## src/common/t2cr_pkg.sv

```systemverilog
// Constants for the reloadable 16-bit timer two block
package t2cr_pkg;
    // Machine cycle is twelve oscillator periods; phase 0 is S1P1
    localparam int T2CR_OSC_PER_CYCLE = 12;
    localparam logic [3:0] T2CR_PH_S1P1 = 4'h0;
    localparam logic [3:0] T2CR_PH_S2P1 = 4'h2;
    localparam logic [3:0] T2CR_PH_S5P2 = 4'h9;
    localparam logic [3:0] T2CR_PH_LAST = 4'(T2CR_OSC_PER_CYCLE - 1);
    // Register addresses on the special function register bus
    localparam logic [7:0] T2CR_ADDR_CTRL = 8'hc8;
    localparam logic [7:0] T2CR_ADDR_RLD_LO = 8'hc2;
    localparam logic [7:0] T2CR_ADDR_RLD_HI = 8'hc3;
    localparam logic [7:0] T2CR_ADDR_CNT_LO = 8'hc4;
    localparam logic [7:0] T2CR_ADDR_CNT_HI = 8'hc5;
    localparam logic [7:0] T2CR_ADDR_IRQ = 8'hc6;
    localparam logic [7:0] T2CR_ADDR_EN = 8'hc7;
    // Control field positions
    localparam int T2CR_CTRL_SEL = 0;
    localparam int T2CR_CTRL_CM = 2;
    localparam int T2CR_CTRL_RLD = 3;
    localparam int T2CR_CTRL_EXT2_POL = 5;
    localparam int T2CR_CTRL_CH0_POL = 6;
    localparam int T2CR_CTRL_PS = 7;
    // Interrupt request and enable field positions
    localparam int T2CR_IRQ_CH0 = 2;
    localparam int T2CR_IRQ_OVF = 6;
    localparam int T2CR_IRQ_EXF = 7;
    localparam int T2CR_EN_EXEN = 3;
    // Reset values and the all-ones counter maximum
    localparam logic [7:0] T2CR_CTRL_RST = 8'h00;
    localparam logic [15:0] T2CR_CNT_RST = 16'h0000;
    localparam logic [15:0] T2CR_RLD_RST = 16'h0000;
    localparam logic [15:0] T2CR_CNT_MAX = 16'hffff;
    // Input select and reload mode encodings
    localparam logic [1:0] T2CR_SEL_STOP = 2'h0;
    localparam logic [1:0] T2CR_SEL_TIMER = 2'h1;
    localparam logic [1:0] T2CR_SEL_EVENT = 2'h2;
    localparam logic [1:0] T2CR_SEL_GATED = 2'h3;
    localparam logic [1:0] T2CR_RLD_OVF = 2'h2;
    localparam logic [1:0] T2CR_RLD_TRIG = 2'h3;
    // Pin channels of the edge detectors
    localparam int T2CR_PIN_CNT = 0;
    localparam int T2CR_PIN_TRIG = 1;
    localparam int T2CR_PIN_CH0 = 2;
    localparam int T2CR_NUM_PINS = 3;
endpackage : t2cr_pkg

```

## src/common/t2cr_pin_if.sv

```systemverilog
// Sample strobe and detected levels and edges of one input pin
`timescale 1ns/1ps
interface t2cr_pin_if;
    logic sample_en;
    logic level;
    logic fall;
    logic rise;
    modport edge_end (input sample_en, output level, output fall, output rise);
    modport core_end (output sample_en, input level, input fall, input rise);
endinterface : t2cr_pin_if

```

## src/core/t2cr_edge.sv

```systemverilog
// Pin synchroniser with once-per-machine-cycle edge sampler
`timescale 1ns/1ps
module t2cr_edge
    import t2cr_pkg::*;
(
    input wire logic clock,
    input wire logic rst,
    input wire logic pin,
    t2cr_pin_if.edge_end pif
);
    typedef struct packed {
        logic sync1;
        logic sync2;
        logic prev;
        logic fall;
        logic rise;
    } t2cr_edge_s;

    t2cr_edge_s st_r;
    t2cr_edge_s st_nxt;

    always_comb begin
        st_nxt = st_r;
        st_nxt.sync1 = pin;
        st_nxt.sync2 = st_r.sync1;
        // Edge result holds for one full machine cycle
        if (pif.sample_en) begin
            st_nxt.prev = st_r.sync2;
            st_nxt.fall = st_r.prev && !st_r.sync2; // RULE_04
            st_nxt.rise = !st_r.prev && st_r.sync2;
        end
    end

    always_ff @(posedge clock) begin
        if (rst) begin
            st_r <= '{sync1: 1'b1, sync2: 1'b1, prev: 1'b1,
                      fall: 1'b0, rise: 1'b0};
        end else begin
            st_r <= st_nxt;
        end
    end

    assign pif.level = st_r.sync2;
    assign pif.fall = st_r.fall;
    assign pif.rise = st_r.rise;
endmodule : t2cr_edge

```

## src/core/t2cr_top.sv

```systemverilog
// Reloadable 16-bit timer two with event counting and gating
// Behaviour
// RULE_01: Timer steps each machine cycle, every second one with prescale.
// RULE_02: Input select: stop, timer, pin event counter, pin gated timer.
// RULE_03: Gated timer counts only while the count pin is high.
// RULE_04: Event counter samples the pin at S5P2, counts high-then-low.
// RULE_05: Event increment becomes visible at S1P1 of the next cycle.
// RULE_06: External count levels must last at least one machine cycle.
// RULE_07: Software keeps prescale clear while counting pin events.
// RULE_08: Rollover from all ones sets the overflow flag, bit 6.
// RULE_09: Reload mode: upper bit 0 off, 10 on overflow, 11 on trigger.
// RULE_10: Overflow reload loads the preset value in the overflow cycle.
// RULE_11: Trigger reload copies the full 16-bit preset into the counter.
// RULE_12: Trigger pin sampled at S5P2; reload happens at next S2P1.
// RULE_13: Trigger edge sets external reload flag only when enabled.
// RULE_14: With reload off, enabled trigger edges still set the flag.
// RULE_15: Channel-0 polarity bit picks rising or falling edge for its flag.
// RULE_16: Control register is bit addressable over its eight bit addresses.
// RULE_17: Software writes ones to the pin latches before use.
// RULE_18: All updates step on the machine-cycle phase; reset clears them. Bus and bit writes take effect on any clock.
`timescale 1ns/1ps
module t2cr_top
    import t2cr_pkg::*;
(
    input wire logic clock,
    input wire logic rst,
    input wire logic [7:0] sfr_addr,
    input wire logic [7:0] sfr_wdata,
    input wire logic sfr_wr,
    input wire logic sfr_rd,
    input wire logic [7:0] bit_addr,
    input wire logic bit_wdata,
    input wire logic bit_wr,
    output logic [7:0] sfr_rdata,
    input wire logic count_gate_pin,
    input wire logic reload_trigger_pin,
    input wire logic ch0_pin,
    output logic overflow_irq,
    output logic external_reload_irq,
    output logic ch0_irq
);
    typedef struct packed {
        logic [3:0] phase;
        logic tog;
        logic [7:0] ctrl;
        logic [15:0] count;
        logic [15:0] reload;
        logic overflow_flag;
        logic external_reload_flag;
        logic ch0_request_flag;
        logic external_reload_enable;
        logic [7:0] rdata;
    } t2cr_core_s;

    t2cr_core_s st_r;
    t2cr_core_s st_nxt;

    logic [T2CR_NUM_PINS-1:0] pins;
    logic [1:0] sel;
    logic [1:0] rmode;
    logic ps;
    logic pre_ok;
    logic cyc_start;
    logic tick;
    logic ovf_evt;
    logic trig_evt;
    logic ch0_evt;
    logic wr_cnt;

    t2cr_pin_if pin_if[T2CR_NUM_PINS] ();

    assign pins = {ch0_pin, reload_trigger_pin, count_gate_pin};

    // One synchroniser and sampler per input pin
    generate
        for (genvar i = 0; i < T2CR_NUM_PINS; i++) begin : g_pin
            assign pin_if[i].sample_en = (st_r.phase == T2CR_PH_S5P2);
            t2cr_edge u_edge (
                .clock(clock),
                .rst(rst),
                .pin(pins[i]),
                .pif(pin_if[i])
            );
        end
    endgenerate

    assign sel = st_r.ctrl[T2CR_CTRL_SEL +: 2];
    assign rmode = st_r.ctrl[T2CR_CTRL_RLD +: 2];
    assign ps = st_r.ctrl[T2CR_CTRL_PS];
    assign cyc_start = (st_r.phase == T2CR_PH_S1P1); // RULE_18
    assign pre_ok = !ps || st_r.tog; // RULE_01
    assign tick = cyc_start && (
        (sel == T2CR_SEL_TIMER && pre_ok) || // RULE_01 RULE_02
        (sel == T2CR_SEL_GATED && pre_ok &&
         pin_if[T2CR_PIN_CNT].level) || // RULE_03
        (sel == T2CR_SEL_EVENT && pin_if[T2CR_PIN_CNT].fall)); // RULE_05
    assign ovf_evt = tick && (st_r.count == T2CR_CNT_MAX); // RULE_08
    assign trig_evt = (st_r.phase == T2CR_PH_S2P1) &&
                      pin_if[T2CR_PIN_TRIG].fall; // RULE_12
    assign ch0_evt = cyc_start && (st_r.ctrl[T2CR_CTRL_CH0_POL] ?
                     pin_if[T2CR_PIN_CH0].rise :
                     pin_if[T2CR_PIN_CH0].fall); // RULE_15
    assign wr_cnt = sfr_wr && (sfr_addr == T2CR_ADDR_CNT_LO ||
                               sfr_addr == T2CR_ADDR_CNT_HI);

    always_comb begin
        st_nxt = st_r;
        if (st_r.phase == T2CR_PH_LAST) begin
            st_nxt.phase = T2CR_PH_S1P1; // RULE_18
        end else begin
            st_nxt.phase = st_r.phase + 4'h1;
        end
        // Divide-by-two prescaler steps once per machine cycle
        if (cyc_start && ps) begin
            st_nxt.tog = !st_r.tog; // RULE_01
        end
        if (tick) begin
            if (ovf_evt && rmode == T2CR_RLD_OVF) begin
                st_nxt.count = st_r.reload; // RULE_10 RULE_09
            end else begin
                st_nxt.count = st_r.count + 16'h0001;
            end
        end
        if (trig_evt && rmode == T2CR_RLD_TRIG) begin
            st_nxt.count = st_r.reload; // RULE_11 RULE_09
        end
        // Byte writes; software write to the counter wins over counting
        if (sfr_wr) begin
            if (sfr_addr == T2CR_ADDR_CTRL) begin
                st_nxt.ctrl = sfr_wdata;
            end else if (sfr_addr == T2CR_ADDR_RLD_LO) begin
                st_nxt.reload[7:0] = sfr_wdata;
            end else if (sfr_addr == T2CR_ADDR_RLD_HI) begin
                st_nxt.reload[15:8] = sfr_wdata;
            end else if (sfr_addr == T2CR_ADDR_CNT_LO) begin
                st_nxt.count[7:0] = sfr_wdata;
            end else if (sfr_addr == T2CR_ADDR_CNT_HI) begin
                st_nxt.count[15:8] = sfr_wdata;
            end else if (sfr_addr == T2CR_ADDR_IRQ) begin
                st_nxt.overflow_flag = sfr_wdata[T2CR_IRQ_OVF];
                st_nxt.external_reload_flag = sfr_wdata[T2CR_IRQ_EXF];
                st_nxt.ch0_request_flag = sfr_wdata[T2CR_IRQ_CH0];
            end else if (sfr_addr == T2CR_ADDR_EN) begin
                st_nxt.external_reload_enable = sfr_wdata[T2CR_EN_EXEN];
            end
        end
        if (bit_wr && bit_addr[7:3] == T2CR_ADDR_CTRL[7:3]) begin
            st_nxt.ctrl[bit_addr[2:0]] = bit_wdata; // RULE_16
        end
        // Hardware set wins over a software clear
        if (ovf_evt) begin
            st_nxt.overflow_flag = 1'b1; // RULE_08
        end
        if (trig_evt && st_r.external_reload_enable) begin
            st_nxt.external_reload_flag = 1'b1; // RULE_13 RULE_14
        end
        if (ch0_evt) begin
            st_nxt.ch0_request_flag = 1'b1; // RULE_15
        end
        if (sfr_rd) begin
            if (sfr_addr == T2CR_ADDR_CTRL) begin
                st_nxt.rdata = st_r.ctrl;
            end else if (sfr_addr == T2CR_ADDR_RLD_LO) begin
                st_nxt.rdata = st_r.reload[7:0];
            end else if (sfr_addr == T2CR_ADDR_RLD_HI) begin
                st_nxt.rdata = st_r.reload[15:8];
            end else if (sfr_addr == T2CR_ADDR_CNT_LO) begin
                st_nxt.rdata = st_r.count[7:0];
            end else if (sfr_addr == T2CR_ADDR_CNT_HI) begin
                st_nxt.rdata = st_r.count[15:8];
            end else if (sfr_addr == T2CR_ADDR_IRQ) begin
                st_nxt.rdata = 8'h00;
                st_nxt.rdata[T2CR_IRQ_OVF] = st_r.overflow_flag;
                st_nxt.rdata[T2CR_IRQ_EXF] = st_r.external_reload_flag;
                st_nxt.rdata[T2CR_IRQ_CH0] = st_r.ch0_request_flag;
            end else if (sfr_addr == T2CR_ADDR_EN) begin
                st_nxt.rdata = 8'h00;
                st_nxt.rdata[T2CR_EN_EXEN] = st_r.external_reload_enable;
            end else begin
                st_nxt.rdata = 8'h00;
            end
        end
    end

    always_ff @(posedge clock) begin
        if (rst) begin
            st_r <= '{phase: T2CR_PH_S1P1, tog: 1'b0, ctrl: T2CR_CTRL_RST,
                      count: T2CR_CNT_RST, reload: T2CR_RLD_RST,
                      overflow_flag: 1'b0, external_reload_flag: 1'b0,
                      ch0_request_flag: 1'b0, external_reload_enable: 1'b0,
                      rdata: 8'h00}; // RULE_18
        end else begin
            st_r <= st_nxt;
        end
    end

    assign sfr_rdata = st_r.rdata;
    assign overflow_irq = st_r.overflow_flag;
    assign external_reload_irq = st_r.external_reload_flag;
    assign ch0_irq = st_r.ch0_request_flag;
endmodule : t2cr_top

```

## config.mk

```make
export PLATFORM = sky130hd
export DESIGN_NAME = t2cr_top
export DESIGN_NICKNAME = d
export VERILOG_FILES = /design/src/common/t2cr_pkg.sv /design/src/common/t2cr_pin_if.sv /design/src/core/t2cr_edge.sv /design/src/core/t2cr_top.sv
export SDC_FILE = /design/constraint.sdc
export NUM_CORES = 1
export LEC_CHECK = 0
export BUFFER_PORTS_ARGS = -buffer_cell sky130_fd_sc_hd__buf_2
export CORE_MARGIN = 2
export CORE_UTILIZATION = 50
export DETAILED_ROUTE_END_ITERATION = 8
export HOLD_SLACK_MARGIN = 0.12
export PLACE_DENSITY_LB_ADDON = 0.3
export SLEW_MARGIN = 20
export SYNTH_ARGS = -nofsm -noshare
export SYNTH_HDL_FRONTEND = slang
export SYNTH_HIERARCHICAL = 1
export SYNTH_SLANG_ARGS = --single-unit
```

## constraint.sdc

```tcl
create_clock -name clock -period 2.2 [get_ports clock]
set_clock_uncertainty 0.05 [all_clocks]
set_input_delay 0.11 -clock clock [delete_from_list [all_inputs] [get_ports clock]]
set_output_delay 0.11 -clock clock [all_outputs]
set_load 0.02 [all_outputs]
```

### Word level (Yosys, flattened, before mapping)

Index checks and enable logic that the tools add are counted.

* logic and storage cells: 142
* RAM bits: 0
* ROM bits: 0
* output and inout port bits: 11
* input port bits: 33
* register bits after elaboration: 70
* latch bits: 0
* memories kept: 0

* mux-type cells: 35
* div/mod/pow operators: 0
* reduce and logical (&&, ||, !) cells: 41
* eq/ne operators: 32
* bitwise operators: 6
* multiply operators: 0
* add/subtract/negate cells: 2
* order comparisons: 2
* shift operators: 0

Operators with widths (count)
* 8-bit two-way mux: 13
* 16-bit two-way mux: 4
* 8-bit == test, second input constant: 7
* 44-bit two-way mux: 1
* 36-bit two-way mux: 1
* 24-bit two-way mux: 1
* 7-bit AND reduction: 3
* 4-bit two-way mux: 5
* 2-bit != test, second input constant: 10
* 1-bit logical AND: 18
* 16-bit by 1-bit adder with 16-bit output, second input constant: 1
* 16-bit == test, second input constant: 1
* 2-bit nonzero test: 6
* 2-bit by 1-bit != test with 1-bit output, second input constant: 5
* 8-bit bitwise mux: 1
* 2-bit == test, second input constant: 4
* 4-bit == test, second input constant: 2
* 8-bit AND reduction: 1
* 1-bit two-way mux: 7
* 1-bit zero test: 6
* 1-bit inverter: 6
* 5-bit == test, second input constant: 1
* 4-bit by 1-bit adder with 4-bit output, second input constant: 1
* 4-bit by 2-bit == test with 1-bit output, second input constant: 1
* 10 further kinds: 12

### Logic depth before layout (Yosys ltp)

* depth in word-level cells: 20
* depth in mapped cells: 9
* depth with buffers taken out: 8

### Hierarchy

The synthesis kept the hierarchy.

By module, submodules not included
* t2cr_top: times used 1, area each 3657.3 sq um, seq. area each 1141.1 sq um, cells each 428
* t2cr_edge: times used 3, area each 165.2 sq um, seq. area each 100.1 sq um, cells each 15

### Worst setup path after synthesis

Ideal clock, no wire load.

* kind: flip-flop to flip-flop
* start: register st_r[53] (netlist bit)
* end: register st_r[30] (netlist bit)
* period minus slack after synthesis: 1.745 ns
* required time: 2.027 ns
* library setup time: 0.123 ns
* data arrival time: 1.573 ns
* slack: 0.455 ns
* buffers on the path: 1
* cell stages (with the launch flop): 9
* cells stage by stage: dfxtp_1 > inv_1 > ha_1 > nor4bb_2 > nand3_1 > buf_2 > o21ai_4 > a221oi_1 > nor2_1

* longest elaborated chain between the ends: 12
* elaborated cells on any way between the ends: 15
* those cells by class: 1 x eq/ne; 8 x mux; 6 x reduce/logical

Ends and longest elaborated chain
* start, declared: line t2cr_top.sv:55 `t2cr_core_s st_r;`
* start signal, assigned: line t2cr_top.sv:187 `st_r <= '{phase: T2CR_PH_S1P1, tog: 1'b0, ctrl: T2CR_CTRL_RST,`
* start signal, assigned: line t2cr_top.sv:193 `st_r <= st_nxt;`
* 4-bit zero test: line t2cr_top.sv:90 `assign cyc_start = (st_r.phase == T2CR_PH_S1P1);`
* 1-bit logical AND: line t2cr_top.sv:92 `assign tick = cyc_start && (`
* 1-bit logical AND: line t2cr_top.sv:97 `assign ovf_evt = tick && (st_r.count == T2CR_CNT_MAX);`
* 1-bit logical AND: line t2cr_top.sv:118 `if (ovf_evt && rmode == T2CR_RLD_OVF) begin`
* 16-bit two-way mux: line t2cr_top.sv:118
* 16-bit two-way mux: line t2cr_top.sv:117 `if (tick) begin`
* 16-bit two-way mux (*): line t2cr_top.sv:124 `if (trig_evt && rmode == T2CR_RLD_TRIG) begin`
* 8-bit two-way mux: line t2cr_top.sv:135 `end else if (sfr_addr == T2CR_ADDR_CNT_LO) begin`
* 16-bit two-way mux: line t2cr_top.sv:133 `end else if (sfr_addr == T2CR_ADDR_RLD_HI) begin`
* 24-bit two-way mux: line t2cr_top.sv:131 `end else if (sfr_addr == T2CR_ADDR_RLD_LO) begin`
* 36-bit two-way mux: line t2cr_top.sv:129 `if (sfr_addr == T2CR_ADDR_CTRL) begin`
* 44-bit two-way mux (*): line t2cr_top.sv:128 `if (sfr_wr) begin`

Mark *: on every way between the ends. The rest lies on a longest branch, timed or not. The select of a mux whose other input is x is not followed.
A chain may end at the register's enable or synchronous reset.

### Worst setup path in the final report

* start: register st_r[53] (netlist bit)
* end: register st_r[31] (netlist bit)

The elaborated chain is that of the path after synthesis.

==> metrics <==
outcome finished, final reports clean; Tmin final around 2.0 ns; CP Data Arrival Time about 2.2 ns; largest net degree at the start of global routing 53; Bufs on Longest Clock Path 2; via count 3927; CTS buffer count 9; Routed WL between 10000 and 15000 um; RSZ-0062 raised after global routing false; number of routed nets with antenna violations 0; area grow syn2layout 16.0%; Crit Path Max Fanout 13; layout cell share with drive strength beyond 1 20.5%; IO Count 44; Die Y roughly 94 um; DR WL/cell 19.1 um; setup bufs post-CTS 0; first-pass iteration count of the detailed router 5; WS Path Type reg2reg; Max Freq ~0.50 GHz; Critical Path Start Type flip-flop; final core occ roughly three fifths; Slew HR between 50% and 60%; leakage power about 1.9 nW; Core ar. ~7800 um2; PD cells roughly 550 nW/um2; Hold WC Path Type in2reg; CP Data Required Time between 2 and 2.5 ns; first-pass GRT wire length a little under 20000 um; routability cong. approximately 1; n_diodes 0; Die Area between 8000 and 9000 um2; root buffer cell clkbuf_8; Post-Place Worst Slack between 0.1 and 0.15 ns; initial antenna violation count 0; Critical Path End Type flip-flop; Vias/cell around 6.3; Worst Setup Slack, final 0.180 ns; GRT overflow 0; worst-skew pair later-pin latency 0.36 ns; Least-Margin Pin Slew ~0.66 ns; Initial Util a little over half; Max VDD drop between 0.5 and 0.6 mV; Clock Pin Slew Worst Setup and Hold Paths 0.08 ns; Final #Nets approximately 560; CTS sink cnt 70; vias in the first global route between 3000 and 4000; Max Cap Viol 0; All-Layer GR Usage around 29%; Ys Warns 6; Syn Area/Cell approximately 8.8 um2; I/O Buffers 43; final slew viol count 0; Non-Filler Instances ~630; H-tree levels 3; Syn Inst Count 465; Min Hold Slack 0.167 ns; CTS tree built; die span in x between 90 and 100 um; drc violations 0; Setup violations, final 0; 1st-iter DRT viols between 300 and 400; final period utilization about nine tenths; synthesized net count just over 500; Rows 32; DP Cell Count about 600; Fin. Hold Viols 0; Post-Syn Area approximately 4000 um2; TNS Setup 0 ns; dpl hpwl ~8700 um
## metrics by stage
step	power, mW	instance area, um2
after global routing	2.71	4730
after floorplan	1.45	4080
after detailed placement	1.53	4340
after global placement	1.52	4340
after CTS	2.62	4720
final	2.61	4730
## cell usage in the layout, fill, tap and decap left out, types with 10 or more instances in the layout
master / n
nand2_1: 27
nor2_1: 49
nand2b_1: 14
nor2b_1: 10
mux2i_1: 33
a21oi_1: 22
dfxtp_1: 70
dlygate4sd3_1: 17
o21ai_0: 22
buf_2: 43
buf_4: 14
nand3_1: 20
## per-layer routing
metal,global-route usage [%],wire length [um],vias to the layer above
li1,-,-,1830
met1,35.2,4930,1853
met2,48.3,5600,200
met3,7.06,1020,44
met4,11.2,413,0
met5,0,0,-
## cell type report
class,instances,area (um2)
Fill cell,673,3080
Tap cell,102,128
Inverter,8,30.0
Clock inverter,7,80.1
Multi-Input combinational cell,358,2470
Sequential cell,70,1400
Clock buffer,9,124
Timing Repair Buffer,74,490
## registers in the layout, indices dropped and copies added (netlist names)
name,cells
st_r,41
sfr_rdata,8
g_pin.u_edge/pif.fall,3
g_pin.u_edge/pif.level,3
g_pin.u_edge/st_nxt,3
g_pin.u_edge/st_r,3
rmode,2
sel,2
ch0_irq,1
external_reload_irq,1
g_pin.u_edge/pif.rise,1
overflow_irq,1
ps,1
## power breakdown
group | internal (mW) | leakage [nW] | switching (mW)
sequential | 1.28 | 0.567 | 0.0170
combinational | 0.0918 | 1.24 | 0.133
clock | 0.537 | 0.0968 | 0.545
total | 1.91 | 1.90 | 0.695
## final timing paths
kind / to / cells after the start / from / slack (ns)
worst max-delay path: st_r[31] / 8 / st_r[53] / 0.18
worst min-delay path: ps / 3 / sfr_wr / 0.17
worst max register to register: st_r[31] / 8 / st_r[53] / 0.18
worst min register to register: g_pin[1].u_edge/pif.level / 1 / g_pin[1].u_edge/st_nxt[3] / 0.37
## what timing repair did
item,in CTS,in global routing
hold buffers,17,0
resized for setup,0,2
setup endpoints to repair,0,2
hold endpoints to repair,47,0
## critical path: stages (launching register included)
cell and delay [ns]:
dfxtp_1 0.35, inv_1 0.11, ha_1 0.15, nor4bb_4 0.32
nand3_1 0.16, buf_4 0.22, or3_1 0.35, o21ai_0 0.11
a211oi_2 0.06
No activity file was read; power rests on OpenSTA's default activity.
